===== src/core/output_state_event_logger_pkg.sv =====
// shared constants and types for the output state event logger
package output_state_event_logger_pkg;

  // ************************************************************
  // sizes
  // ************************************************************
  localparam int NUM_CH = 8;
  localparam int TIME_W = 32;
  localparam int FLASH_BYTES = 512 * 1024;
  localparam int MAX_RECORDS = 30000;
  localparam int IDX_W = 15;
  localparam int FIFO_DEPTH = 32;
  localparam int RECORD_BYTES = (TIME_W + NUM_CH) / 8;

  typedef logic [NUM_CH-1:0] chan_t;
  typedef logic [TIME_W-1:0] stamp_t;
  typedef logic [IDX_W-1:0] idx_t;

  localparam idx_t IDX_ZERO = 15'h0000;
  localparam idx_t IDX_ONE = 15'h0001;

  // ************************************************************
  // commands, policies, states
  // ************************************************************
  typedef enum logic [3:0] {
    CMD_SET_OUT,
    CMD_SET_SRC,
    CMD_SET_END,
    CMD_START,
    CMD_STOP,
    CMD_ERASE,
    CMD_READ_ALL,
    CMD_READ_SPAN,
    CMD_READ_STATUS
  } cmd_e;

  typedef enum logic {
    END_STOP_FULL,
    END_INDEFINITE
  } end_e;

  typedef enum logic [2:0] {
    ST_RESTORE,
    ST_IDLE,
    ST_ERASE,
    ST_READ_REQ,
    ST_READ_WAIT,
    ST_READ_OUT
  } st_e;

  // ************************************************************
  // carriers
  // ************************************************************
  typedef struct packed {
    cmd_e code;
    stamp_t arg_a;
    stamp_t arg_b;
  } cmd_s;

  typedef struct packed {
    stamp_t stamp;
    chan_t state;
  } record_s;

  typedef struct packed {
    idx_t addr;
    record_s rec;
  } log_entry_s;

  typedef struct packed {
    logic rec_on;
    end_e policy;
    chan_t src_meas;
    chan_t host_out;
    idx_t wr_ptr;
    idx_t count;
  } persist_s;

endpackage


===== src/core/output_state_event_logger.sv =====
// eight channel output driver with time stamped state logging
// Summary of operation
// each of eight channels follows host command or measurement data.
// an enabled channel turns its sink switch on; disabled leaves it off.
// green indicator lit exactly while its channel switch is on.
// records written only at start, stop, or output change.
// recording begins only on host start command, or resumes from a restored recording state after power return.
// each record holds one time stamp and all eight channel states.
// new session appends after stored records; once full, the indefinite policy overwrites the oldest.
// end policy chosen before start: stop when full or indefinite.
// log store is 512 KB flash holding up to 30000 records.
// host reads all records, records in a time span, or status.
// delete command erases every stored record.
// after power loss, prior state including recording restores itself.
// change detected by comparing outputs with last recorded state.
`timescale 1ns/1ps
`default_nettype none
module output_state_event_logger
  import output_state_event_logger_pkg::*;
#(
  parameter int MAX_REC = MAX_RECORDS,
  parameter int LOG_FIFO_DEPTH = FIFO_DEPTH
) (
  // clock and reset
  input wire logic clk,
  input wire logic reset_n,
  // host commands
  input wire logic cmd_valid,
  input wire cmd_s cmd,
  output logic cmd_ready_q,
  // measurement data and time base
  input wire logic meas_valid,
  input wire chan_t meas_bits,
  input wire stamp_t time_now,
  // channel drive and indicators
  output chan_t channel_on_q,
  output chan_t led_on_q,
  output logic recording_q,
  // flash record write
  output logic flash_wr_valid_q,
  input wire logic flash_wr_ready,
  output log_entry_s flash_wr_entry_q,
  // flash erase
  output logic flash_erase_q,
  input wire logic flash_erase_done,
  // flash record read
  output logic flash_rd_req_q,
  output idx_t flash_rd_addr_q,
  input wire logic flash_rd_valid,
  input wire record_s flash_rd_data,
  // readout stream to host
  output logic rec_out_valid_q,
  input wire logic rec_out_ready,
  output record_s rec_out_q,
  output logic read_done_q,
  // persistent state store
  input wire logic nv_load_valid,
  input wire persist_s nv_load,
  output logic nv_save_q,
  output persist_s nv_data_q
);

  localparam idx_t MAX_IDX = idx_t'(MAX_REC);
  localparam idx_t LAST_IDX = idx_t'(MAX_REC - 1);

  typedef struct packed {
    st_e st;
    persist_s p;
    chan_t meas;
    chan_t last_rec;
    logic start_pend;
    logic stop_pend;
    chan_t chan_on;
    chan_t led_on;
    logic span_mode;
    stamp_t span_lo;
    stamp_t span_hi;
    idx_t rd_addr;
    idx_t rd_left;
    logic rd_req;
    logic erase_req;
    logic cmd_ready;
    logic out_valid;
    record_s out_rec;
    logic done;
    logic pushed;
    logic nv_save;
    persist_s nv_data;
  } ctl_s;

  ctl_s s, n;
  logic push;
  logic log_want;
  logic full;
  logic cmd_take;
  log_entry_s entry;
  logic log_in_ready;

  // ************************************************************
  // helpers
  // ************************************************************
  function automatic idx_t next_idx(input idx_t i);
    next_idx = (i == LAST_IDX) ? IDX_ZERO : i + IDX_ONE;
  endfunction

  function automatic chan_t drive_of(input chan_t src, input chan_t meas, input chan_t host);
    drive_of = (src & meas) | (~src & host);
  endfunction

  // ************************************************************
  // control
  // ************************************************************
  always_comb begin
    n = s;
    push = 1'b0;
    entry = '0;
    n.done = 1'b0;
    n.rd_req = 1'b0;
    cmd_take = cmd_valid && s.cmd_ready && (s.st == ST_IDLE);
    full = (s.p.count == MAX_IDX);
    if (meas_valid) begin
      n.meas = meas_bits;
    end
    n.chan_on = drive_of(s.p.src_meas, s.meas, s.p.host_out);
    n.led_on = n.chan_on;
    // a change against the last record triggers a new one
    log_want = s.start_pend || s.stop_pend || (s.p.rec_on && (s.chan_on != s.last_rec));
    // records are held while the erase request is raised, so none reaches a store being wiped
    if (log_want && (s.st != ST_RESTORE) && !s.erase_req) begin
      if (full && (s.p.policy == END_STOP_FULL)) begin
        n.p.rec_on = 1'b0;
        n.start_pend = 1'b0;
        n.stop_pend = 1'b0;
      end else if (log_in_ready) begin
        push = 1'b1;
        entry.addr = s.p.wr_ptr;
        entry.rec.stamp = time_now;
        entry.rec.state = s.chan_on;
        n.last_rec = s.chan_on;
        n.start_pend = 1'b0;
        n.stop_pend = 1'b0;
        n.p.wr_ptr = next_idx(s.p.wr_ptr);
        if (!full) begin
          n.p.count = s.p.count + IDX_ONE;
        end
      end
    end
    n.pushed = push;
    unique case (s.st)
      ST_RESTORE: begin
        if (nv_load_valid) begin
          n.p = nv_load;
          n.last_rec = drive_of(nv_load.src_meas, s.meas, nv_load.host_out);
          // outputs resume at once, so resuming is not taken for a change
          n.chan_on = n.last_rec;
          n.led_on = n.last_rec;
          n.st = ST_IDLE;
        end
      end
      ST_IDLE: begin
        if (cmd_take) begin
          unique case (cmd.code)
            CMD_SET_OUT: n.p.host_out = cmd.arg_a[NUM_CH-1:0];
            CMD_SET_SRC: n.p.src_meas = cmd.arg_a[NUM_CH-1:0];
            CMD_SET_END: begin
              // policy is frozen while a session runs
              if (!s.p.rec_on) begin
                n.p.policy = end_e'(cmd.arg_a[0]);
              end
            end
            CMD_START: begin
              if (!s.p.rec_on) begin
                n.p.rec_on = 1'b1;
                n.start_pend = 1'b1;
                n.stop_pend = 1'b0;
              end
            end
            CMD_STOP: begin
              if (s.p.rec_on) begin
                n.p.rec_on = 1'b0;
                n.stop_pend = 1'b1;
              end
            end
            CMD_ERASE: n.st = ST_ERASE;
            CMD_READ_ALL, CMD_READ_SPAN: begin
              n.span_mode = (cmd.code == CMD_READ_SPAN);
              n.span_lo = cmd.arg_a;
              n.span_hi = cmd.arg_b;
              n.rd_left = s.p.count;
              n.rd_addr = full ? s.p.wr_ptr : IDX_ZERO;
              n.st = ST_READ_REQ;
            end
            CMD_READ_STATUS: begin
              n.out_valid = 1'b1;
              n.out_rec.stamp = time_now;
              n.out_rec.state = s.chan_on;
              n.rd_left = IDX_ZERO;
              n.st = ST_READ_OUT;
            end
            default: ;
          endcase
        end
      end
      ST_ERASE: begin
        // wait until queued records have reached flash before wiping it
        if (!s.erase_req) begin
          // a record pushed last cycle is in the queue but not yet at its output
          n.erase_req = !flash_wr_valid_q && !log_want && !s.pushed;
        end else if (flash_erase_done) begin
          n.erase_req = 1'b0;
          n.p.wr_ptr = IDX_ZERO;
          n.p.count = IDX_ZERO;
          n.st = ST_IDLE;
        end
      end
      ST_READ_REQ: begin
        if (s.rd_left == IDX_ZERO) begin
          n.done = 1'b1;
          n.st = ST_IDLE;
        end else begin
          n.rd_req = 1'b1;
          n.st = ST_READ_WAIT;
        end
      end
      ST_READ_WAIT: begin
        if (flash_rd_valid) begin
          n.rd_addr = next_idx(s.rd_addr);
          n.rd_left = s.rd_left - IDX_ONE;
          if (!s.span_mode || ((flash_rd_data.stamp >= s.span_lo) && (flash_rd_data.stamp <= s.span_hi))) begin
            n.out_valid = 1'b1;
            n.out_rec = flash_rd_data;
            n.st = ST_READ_OUT;
          end else begin
            n.st = ST_READ_REQ;
          end
        end
      end
      ST_READ_OUT: begin
        if (rec_out_ready) begin
          n.out_valid = 1'b0;
          n.st = ST_READ_REQ;
        end
      end
    endcase
    n.cmd_ready = (n.st == ST_IDLE);
    n.nv_save = (n.p != s.p);
    n.nv_data = n.p;
  end

  always_ff @(posedge clk or negedge reset_n) begin
    if (!reset_n) begin
      s <= '0;
    end else begin
      s <= n;
    end
  end

  // ************************************************************
  // record queue toward flash
  // ************************************************************
  sync_fifo #(
    .WIDTH($bits(log_entry_s)),
    .DEPTH(LOG_FIFO_DEPTH)
  ) u_log_fifo (
    .clk(clk),
    .reset_n(reset_n),
    .in_valid(push),
    .in_ready(log_in_ready),
    .in_data(entry),
    .out_valid(flash_wr_valid_q),
    .out_ready(flash_wr_ready),
    .out_data(flash_wr_entry_q)
  );

  assign cmd_ready_q = s.cmd_ready;
  assign channel_on_q = s.chan_on;
  assign led_on_q = s.led_on;
  assign recording_q = s.p.rec_on;
  assign flash_erase_q = s.erase_req;
  assign flash_rd_req_q = s.rd_req;
  assign flash_rd_addr_q = s.rd_addr;
  assign rec_out_valid_q = s.out_valid;
  assign rec_out_q = s.out_rec;
  assign read_done_q = s.done;
  assign nv_save_q = s.nv_save;
  assign nv_data_q = s.nv_data;

  logic take_out, take_drive;
  assign take_out = cmd_take && (cmd.code == CMD_SET_OUT) && (s.p.src_meas == '0);
  assign take_drive = cmd_take && ((cmd.code == CMD_SET_OUT) || (cmd.code == CMD_SET_SRC));
endmodule
`default_nettype wire


===== src/core/sync_fifo.sv =====
// synchronous fifo with registered output stage
`timescale 1ns/1ps
`default_nettype none
module sync_fifo
  import output_state_event_logger_pkg::*;
#(
  parameter int WIDTH = 8,
  parameter int DEPTH = FIFO_DEPTH
) (
  // clock and reset
  input wire logic clk,
  input wire logic reset_n,
  // fill side
  input wire logic in_valid,
  output logic in_ready,
  input wire logic [WIDTH-1:0] in_data,
  // drain side
  output logic out_valid,
  input wire logic out_ready,
  output logic [WIDTH-1:0] out_data
);
  // depth must be a power of two so pointers wrap by themselves
  localparam int PTR_W = $clog2(DEPTH);
  localparam logic [PTR_W:0] CNT_FULL = (PTR_W + 1)'(DEPTH);

  typedef struct packed {
    logic [PTR_W-1:0] wr;
    logic [PTR_W-1:0] rd;
    logic [PTR_W:0] cnt;
    logic ov;
    logic [WIDTH-1:0] od;
  } fifo_state_s;

  logic [WIDTH-1:0] mem [DEPTH];
  fifo_state_s s_q, s_d;
  logic push, pop;

  assign in_ready = (s_q.cnt != CNT_FULL);
  assign out_valid = s_q.ov;
  assign out_data = s_q.od;

  always_comb begin
    s_d = s_q;
    push = in_valid && in_ready;
    pop = (s_q.cnt != '0) && (!s_q.ov || out_ready);
    if (s_q.ov && out_ready) begin
      s_d.ov = 1'b0;
    end
    if (pop) begin
      s_d.ov = 1'b1;
      s_d.od = mem[s_q.rd];
      s_d.rd = s_q.rd + 1'b1;
    end
    if (push) begin
      s_d.wr = s_q.wr + 1'b1;
    end
    if (push && !pop) begin
      s_d.cnt = s_q.cnt + 1'b1;
    end else if (pop && !push) begin
      s_d.cnt = s_q.cnt - 1'b1;
    end
  end

  always_ff @(posedge clk or negedge reset_n) begin
    if (!reset_n) begin
      s_q <= '0;
    end else begin
      s_q <= s_d;
    end
  end

  // storage carries no reset; only written slots are ever read
  always_ff @(posedge clk) begin
    if (push) begin
      mem[s_q.wr] <= in_data;
    end
  end
endmodule
`default_nettype wire


===== config.mk =====
export PLATFORM = sky130hd
export DESIGN_NAME = output_state_event_logger
export DESIGN_NICKNAME = d
export VERILOG_FILES = /design/src/core/output_state_event_logger_pkg.sv /design/src/core/output_state_event_logger.sv /design/src/core/sync_fifo.sv
export SDC_FILE = /design/constraint.sdc
export NUM_CORES = 2
export LEC_CHECK = 0
export BUFFER_PORTS_ARGS = -buffer_cell sky130_fd_sc_hd__buf_2
export CAP_MARGIN = 20
export CORE_AREA = 2 2 555 557
export CTS_BUF_LIST = sky130_fd_sc_hd__clkbuf_8
export CTS_CLUSTER_DIAMETER = 50
export DETAILED_ROUTE_END_ITERATION = 10
export DIE_AREA = 0 0 557 559
export SETUP_SLACK_MARGIN = 0.4
export SLEW_MARGIN = 25
export SYNTH_ARGS = -nofsm -noshare
export SYNTH_HDL_FRONTEND = slang
export SYNTH_SLANG_ARGS = --single-unit

===== constraint.sdc =====
create_clock -name clk -period 25.8 [get_ports clk]
set_clock_uncertainty 0.15 [all_clocks]
set_input_delay 1.29 -clock clk [delete_from_list [all_inputs] [get_ports clk]]
set_output_delay 1.29 -clock clk [all_outputs]
set_load 0.02 [all_outputs]

* Word-level counts from Yosys, hierarchy flattened
Memories as Yosys holds them, arrays and structs flattened.
Cells that the tools add are included.
** Cells by class
- Add/subtract/negate cells :: 8
- Magnitude comparators :: 2
- Equality and inequality tests :: 27
- Multiplexer cells :: 74
- Bitwise operators :: 9
- Reductions and logical operators :: 40
** Operators with widths (number)
- two-way mux 30 bit :: 7
- two-way mux 55 bit :: 3
- two-way mux 41 bit :: 4
- case mux 30 bit (2 select lines) :: 2
- case mux 40 bit (2 select lines) :: 1
- two-way mux 15 bit :: 5
- two-way mux 56 bit :: 1
- two-way mux 51 bit :: 1
- != test 48 bit :: 1
- adder 15 x 1 -> 15 bit, second input constant :: 3
- == test 15 bit, second input constant :: 3
- two-way mux 8 bit :: 5
- case mux 18 bit (2 select lines) :: 1
- AND 8 bit :: 4
- >= comparator 32 bit :: 1
- <= comparator 32 bit :: 1
- two-way mux 16 bit :: 2
- case mux 15 bit (2 select lines) :: 1
- two-way mux 1 bit :: 21
- two-way mux 21 bit :: 1
- two-way mux 10 bit :: 2
- two-way mux 3 bit :: 6
- case mux 3 bit (6 select lines) :: 1
- == test 4 x 3 -> 1 bit, second input constant :: 4
- other kinds (37) :: 79
** Storage, ports and cells
- Bits in registers :: 299
- RAM bits :: 1760
- Bits of input ports :: 205
- Logic and storage cells :: 193
- Memories :: 1
** Memory list
- u_log_fifo.mem :: words 32, width 55, read ports 1, clocked after memory_dff 0, write ports 1, line sync_fifo.sv:34 : logic [WIDTH-1:0] mem [DEPTH];

* Depth between registers and ports, before layout
- Depth after elaboration :: 11
- Mapped depth :: 19
- Depth with buffers taken out :: 17

* Hierarchy
From an unflattened synthesis, not the netlist that was laid out.
** Unflattened totals
- Cells, all modules :: 5542
- Area, all modules :: 86487.9 sq um
** Modules (own cells, without submodules)
- sync_fifo :: times used 1, cells an instance 3718, area an instance 70886.7 sq um, seq. area each 54652.4 sq um
- output_state_event_logger :: times used 1, cells an instance 1824, area an instance 15601.2 sq um, seq. area each 5480.3 sq um

* Worst setup path after synthesis
Ideal clock, no wire load.
- Kind :: flip-flop to flip-flop
- Start :: register, netlist name nv_data_q[0]
- End :: memory u_log_fifo.mem[2][0] (netlist bit), enable pin
- Setup time :: 0.604 ns
- Data arrival time :: 7.373 ns
- Required time :: 25.046 ns
- Path slack :: 17.673 ns
- Cell stages (with the launch flop) :: 11
- Buffers on the path :: 1
- Clock period less this slack :: 8.127 ns
- Cell sequence :: dfrtp_1 > inv_1 > ha_1 > nand4bb_1 > nor4_1 > nor4b_1 > nand2_1 > inv_2 > buf_2 > nand2_1 > nor4_1
** RTL lines (line)
- end: declaration :: sync_fifo.sv:34

* Worst setup path after layout
- Start :: register s[273] (netlist bit)
- End :: memory u_log_fifo.mem[28][0] (netlist bit), enable pin
** Between the ends
- Cells in the longest elaborated chain, start to end :: 7
** RTL lines
- start: declaration :: line output_state_event_logger.sv:91 : ctl_s s, n;
- start signal: assignment :: line output_state_event_logger.sv:254 : s <= n;
- nonzero test 3 bit :: line output_state_event_logger.sv:129 : if (log_want && (s.st != ST_RESTORE) && !s.erase_req) begin
- logical AND 1 bit (2 in a row) :: line output_state_event_logger.sv:129
- two-way mux 1 bit :: line output_state_event_logger.sv:129
- logical AND 1 bit :: line sync_fifo.sv:44 : push = in_valid && in_ready;
- two-way mux 1 bit :: line sync_fifo.sv:74 : if (push) begin
- two-way mux 1 bit (implied by the code) :: line sync_fifo.sv:75 : mem[s_q.wr] <= in_data;
Every way passes these cells.

==> run summary <==
Pre-CTS worst setup slack: 20240 ps. The kind of critical path is register to register. The largest total area in the synthesized netlist belongs to edfxtp_1. The share of flip-flops with an asynchronous set or reset after synthesis was 14.2%. In this run the worst path has a maximum fanout of 44.

For this run, the post-layout net count is 5381. The mean area per synthesized cell works out to 18.3 um^2. The run gives 0 as the reported max-cap violation count. The number of nets in the synthesized netlist is 4949.

The share of layout cells above drive strength 1 is 31.8%, and the number of cell rows is 203. The longest clock path from root to sink contains 4 buffers. The die area was 311000 um^2; the combined buffer and inverter count along the critical path was 4. Number of antenna violations at the first check in global routing: 42. Setup repair after global routing left no endpoint under its margin.

Summed over all nets, the switching power comes to 0.00411 W. In the post-synthesis netlist, the biggest area contributors are edfxtp_1 (62%), mux4_2 (15%), dfrtp_1 (8.5%). For this run, the number of Yosys warnings is 0. The residual antenna-violating net count after detailed routing is 0, and the power per standard cell area is 119 nW/um^2. The post-route clock period utilization is 21.8%, and the synthesized area is 85300 um^2. The first global-routing pass estimated 353 mm of wire. Yosys instantiated no cell more often than edfxtp_1.

The sequential cell area fraction in the yosys report was 70.5%. For this run, the top clock speed supported by timing is 178 MHz. The final number of setup-violating endpoints was 0; the width of the die was 557 um. The worst endpoint required time is 26250 ps. The worst-case IR drop observed on VDD is 71.3 uV.

The minimum period implied by the final worst setup slack came out at 5630 ps. After clock tree synthesis, the setup repair step added 0 buffers. The fraction of power consumed by sequential logic is 41.9%. The commonest cells after synthesis are edfxtp_1 (1760), mux4_2 (550), dfrtp_1 (291). The placeable core area is 305000 um^2, and the internal portion of total power is 0.00751 W. The run gives 134 as the largest net degree at the start of global routing.

Total wire length after detailed routing: 247 mm. The HPWL after detailed placement is 151 mm. TritonCTS built the clock tree. The number of clock buffers added by TritonCTS is 352. The critical path's largest stage delay was 870 ps. The congestion estimate from routability-driven global placement came to 0.896. The clock sink count was 2051; the number of enable flip-flop cells after synthesis was 1760. The flip-flop and latch count after synthesis is 2051.

From bottom edge to top edge, the die measures 559 um. Data arrives at the worst endpoint at 6080 ps. The count of hold-fix buffers inserted at cts was 0; the H-tree depth was 5. The worst path meets setup with 20170 ps of slack. Net switching is 35.4% of the power. The number of gates resized after CTS was 0. For this run the aggregate overflow at the end of global routing stands at 0. Synthesis handed over a netlist of 4664 instances. The final count of pins violating max slew is 0, and the fraction of synthesized cell area taken by the top area cell type is 62.0%. For this configuration, the core starts out at a cell density of 28.0%. STA classifies the critical path startpoint as a register. Via count of the first global-routing pass: 48133. The routed layout has 46991 vias. By instance count, the cell type seen most on the critical path is buf_4. The number of placed I/O pins came out at 387. After clock tree synthesis, the clock-pin slew on the worst setup and hold paths is 60 ps.

The pre-antenna-repair detailed-routing pass consisted of 8 iterations. The insertion delay to the later sink of the worst-skew pair came out at 1050 ps. The signal on the critical path passes through nor3_4 -> buf_4 -> nor2_1 -> nor4b_2 -> buf_4 -> nand2_1 -> inv_2 -> nand3_1 -> nor2_4 -> buf_4. Relative to the synthesized area, the layout overhead comes to 14.9%.

Yosys mapped the design onto 100 distinct sky130hd cell types. Clock tree synthesis selected as its root buffer the cell clkbuf_8. For this design the static power due to leakage is 33.6 nW. For the pin with the worst max-slew slack, the measured transition is 1130 ps. The share of total power dissipated in the clock network is 23.5%.

Kind of capture point of the worst setup path: a register. The ratio of routed vias to standard cells is 4.96, and the average wire per cell in the routed design is 26.1 um. The run finished with clean final reports. Main flop type after synthesis: edfxtp_1. For the final routed database, the setup TNS stands at 0 ps. The number of hold violations in the final report was 0; the initial DRC count was 4939. Critical path's top delay family: buffers and inverters.

In this run the worst hold path is classified as input port to asynchronous set/reset pin. In the routed design, unresolved DRC markers number 0. Combinational cells account for 34.5% of the total power.

The global routing usage summed across all routing layers is 15.6%. Total power for the finished layout comes to 0.0116 W. The worst-path cell with the longest stage delay was nor2_4. The number of buffers inserted by port buffering is 386, and the total of fill cells in the finished design is 29422. Measured against its own limit, the worst slew margin works out to 24.8%.
## registers in the layout, indices dropped and copies added (netlist names)
register              count
u_log_fifo.mem         1760
s                       102
u_log_fifo.out_data      55
nv_data_q                48
rec_out_q                40
u_log_fifo.s_q           16
flash_rd_addr_q          15
channel_on_q              8
cmd_ready_q               1
flash_erase_q             1
flash_rd_req_q            1
nv_save_q                 1
read_done_q               1
rec_out_valid_q           1
u_log_fifo.out_valid      1
## cell families after synthesis
| family | Yosys count | share of synthesized area, % |
|---|---|---|
| compound gates | 507 | 3.71 |
| mux | 732 | 16.8 |
| simple gates | 699 | 3.99 |
| fa+ha+maj | 80 | 1.18 |
| buf+inv | 553 | 3.34 |
| xor+xnor | 42 | 0.431 |
| flops | 2051 | 70.5 |
## power by group through the flow
stage	registers (W)	logic, W	clock network, W
final	0.00487	0.00401	0.00273
after CTS	0.00488	0.00407	0.00280
after floorplan	0.00474	0.00283	0
after global routing	0.00492	0.00431	0.00294
after detailed placement	0.00495	0.00406	0
after global placement	0.00495	0.00396	0
## worst paths after layout
check | cells after the start | from | end | slack (ps)
min reg2reg | 1 | rec_out_valid_q | rec_out_valid_q | 330
min in group clk | 2 | cmd[12] | s[137] | 300
max reg2reg | 10 | s[273] | u_log_fifo.mem[28][0] | 20170
max | 10 | s[273] | u_log_fifo.mem[28][0] | 20170
max in group asynchronous | 3 | reset_n | u_log_fifo.s_q[65] | 23260
min | 1 | reset_n | rec_out_q[26] | 120
## cell type report
| type | count | area (um^2) | share of cell area (%) |
|---|---|---|---|
| inverters | 138 | 518 | 0.529 |
| diodes | 21 | 52.6 | 0.0537 |
| flip-flops and latches | 2051 | 60200 | 61.4 |
| repair buffers | 493 | 3040 | 3.11 |
| clock buffers | 374 | 5150 | 5.26 |
| well taps | 4100 | 5130 | 5.24 |
| multi-input cells | 2060 | 22600 | 23.1 |
| clock inverters | 231 | 1270 | 1.29 |
## per-layer routing
| layer | global-route usage, % | vias to the layer above | wire length [um] |
|---|---|---|---|
| met5 | 0 | - | 76 |
| met4 | 4.79 | 12 | 6510 |
| met3 | 3.99 | 405 | 23200 |
| met2 | 24.3 | 2259 | 115000 |
| met1 | 21.3 | 24907 | 103000 |
| li1 | - | 19408 | - |
## cells in the final DEF (no fill, tap or decap), types with 20 or more instances in the layout
cell and n:
edfxtp_1 1760, mux4_2 550, buf_2 385, clkbuf_8 374, dfrtp_1 286, nand2_1 245, inv_1 243, a21oi_1 181
nor2_1 145, o21ai_0 119, mux2_2 108, ha_1 79, buf_4 75, mux2i_1 73, clkinv_1 69, nor3_1 33
nor2b_1 33, and3_2 32, nand3_1 30, clkinv_2 30, nand4_1 29, xnor2_1 22, diode_2 21, xor2_1 20
## through the flow
stage	std cells	instance area, um^2	utilization, %	hold slack (ps)
2_1_floorplan	4664	85300	-	276
6_report	9468	97900	32.1	125
3_3_place_gp	8826	91000	29.8	315
3_5_place_dp	8839	91400	29.9	319
5_1_grt	9452	97900	32.1	130
4_1_cts	9444	97800	32.1	76.0
Note: power is estimated with default switching activity, not from simulation.
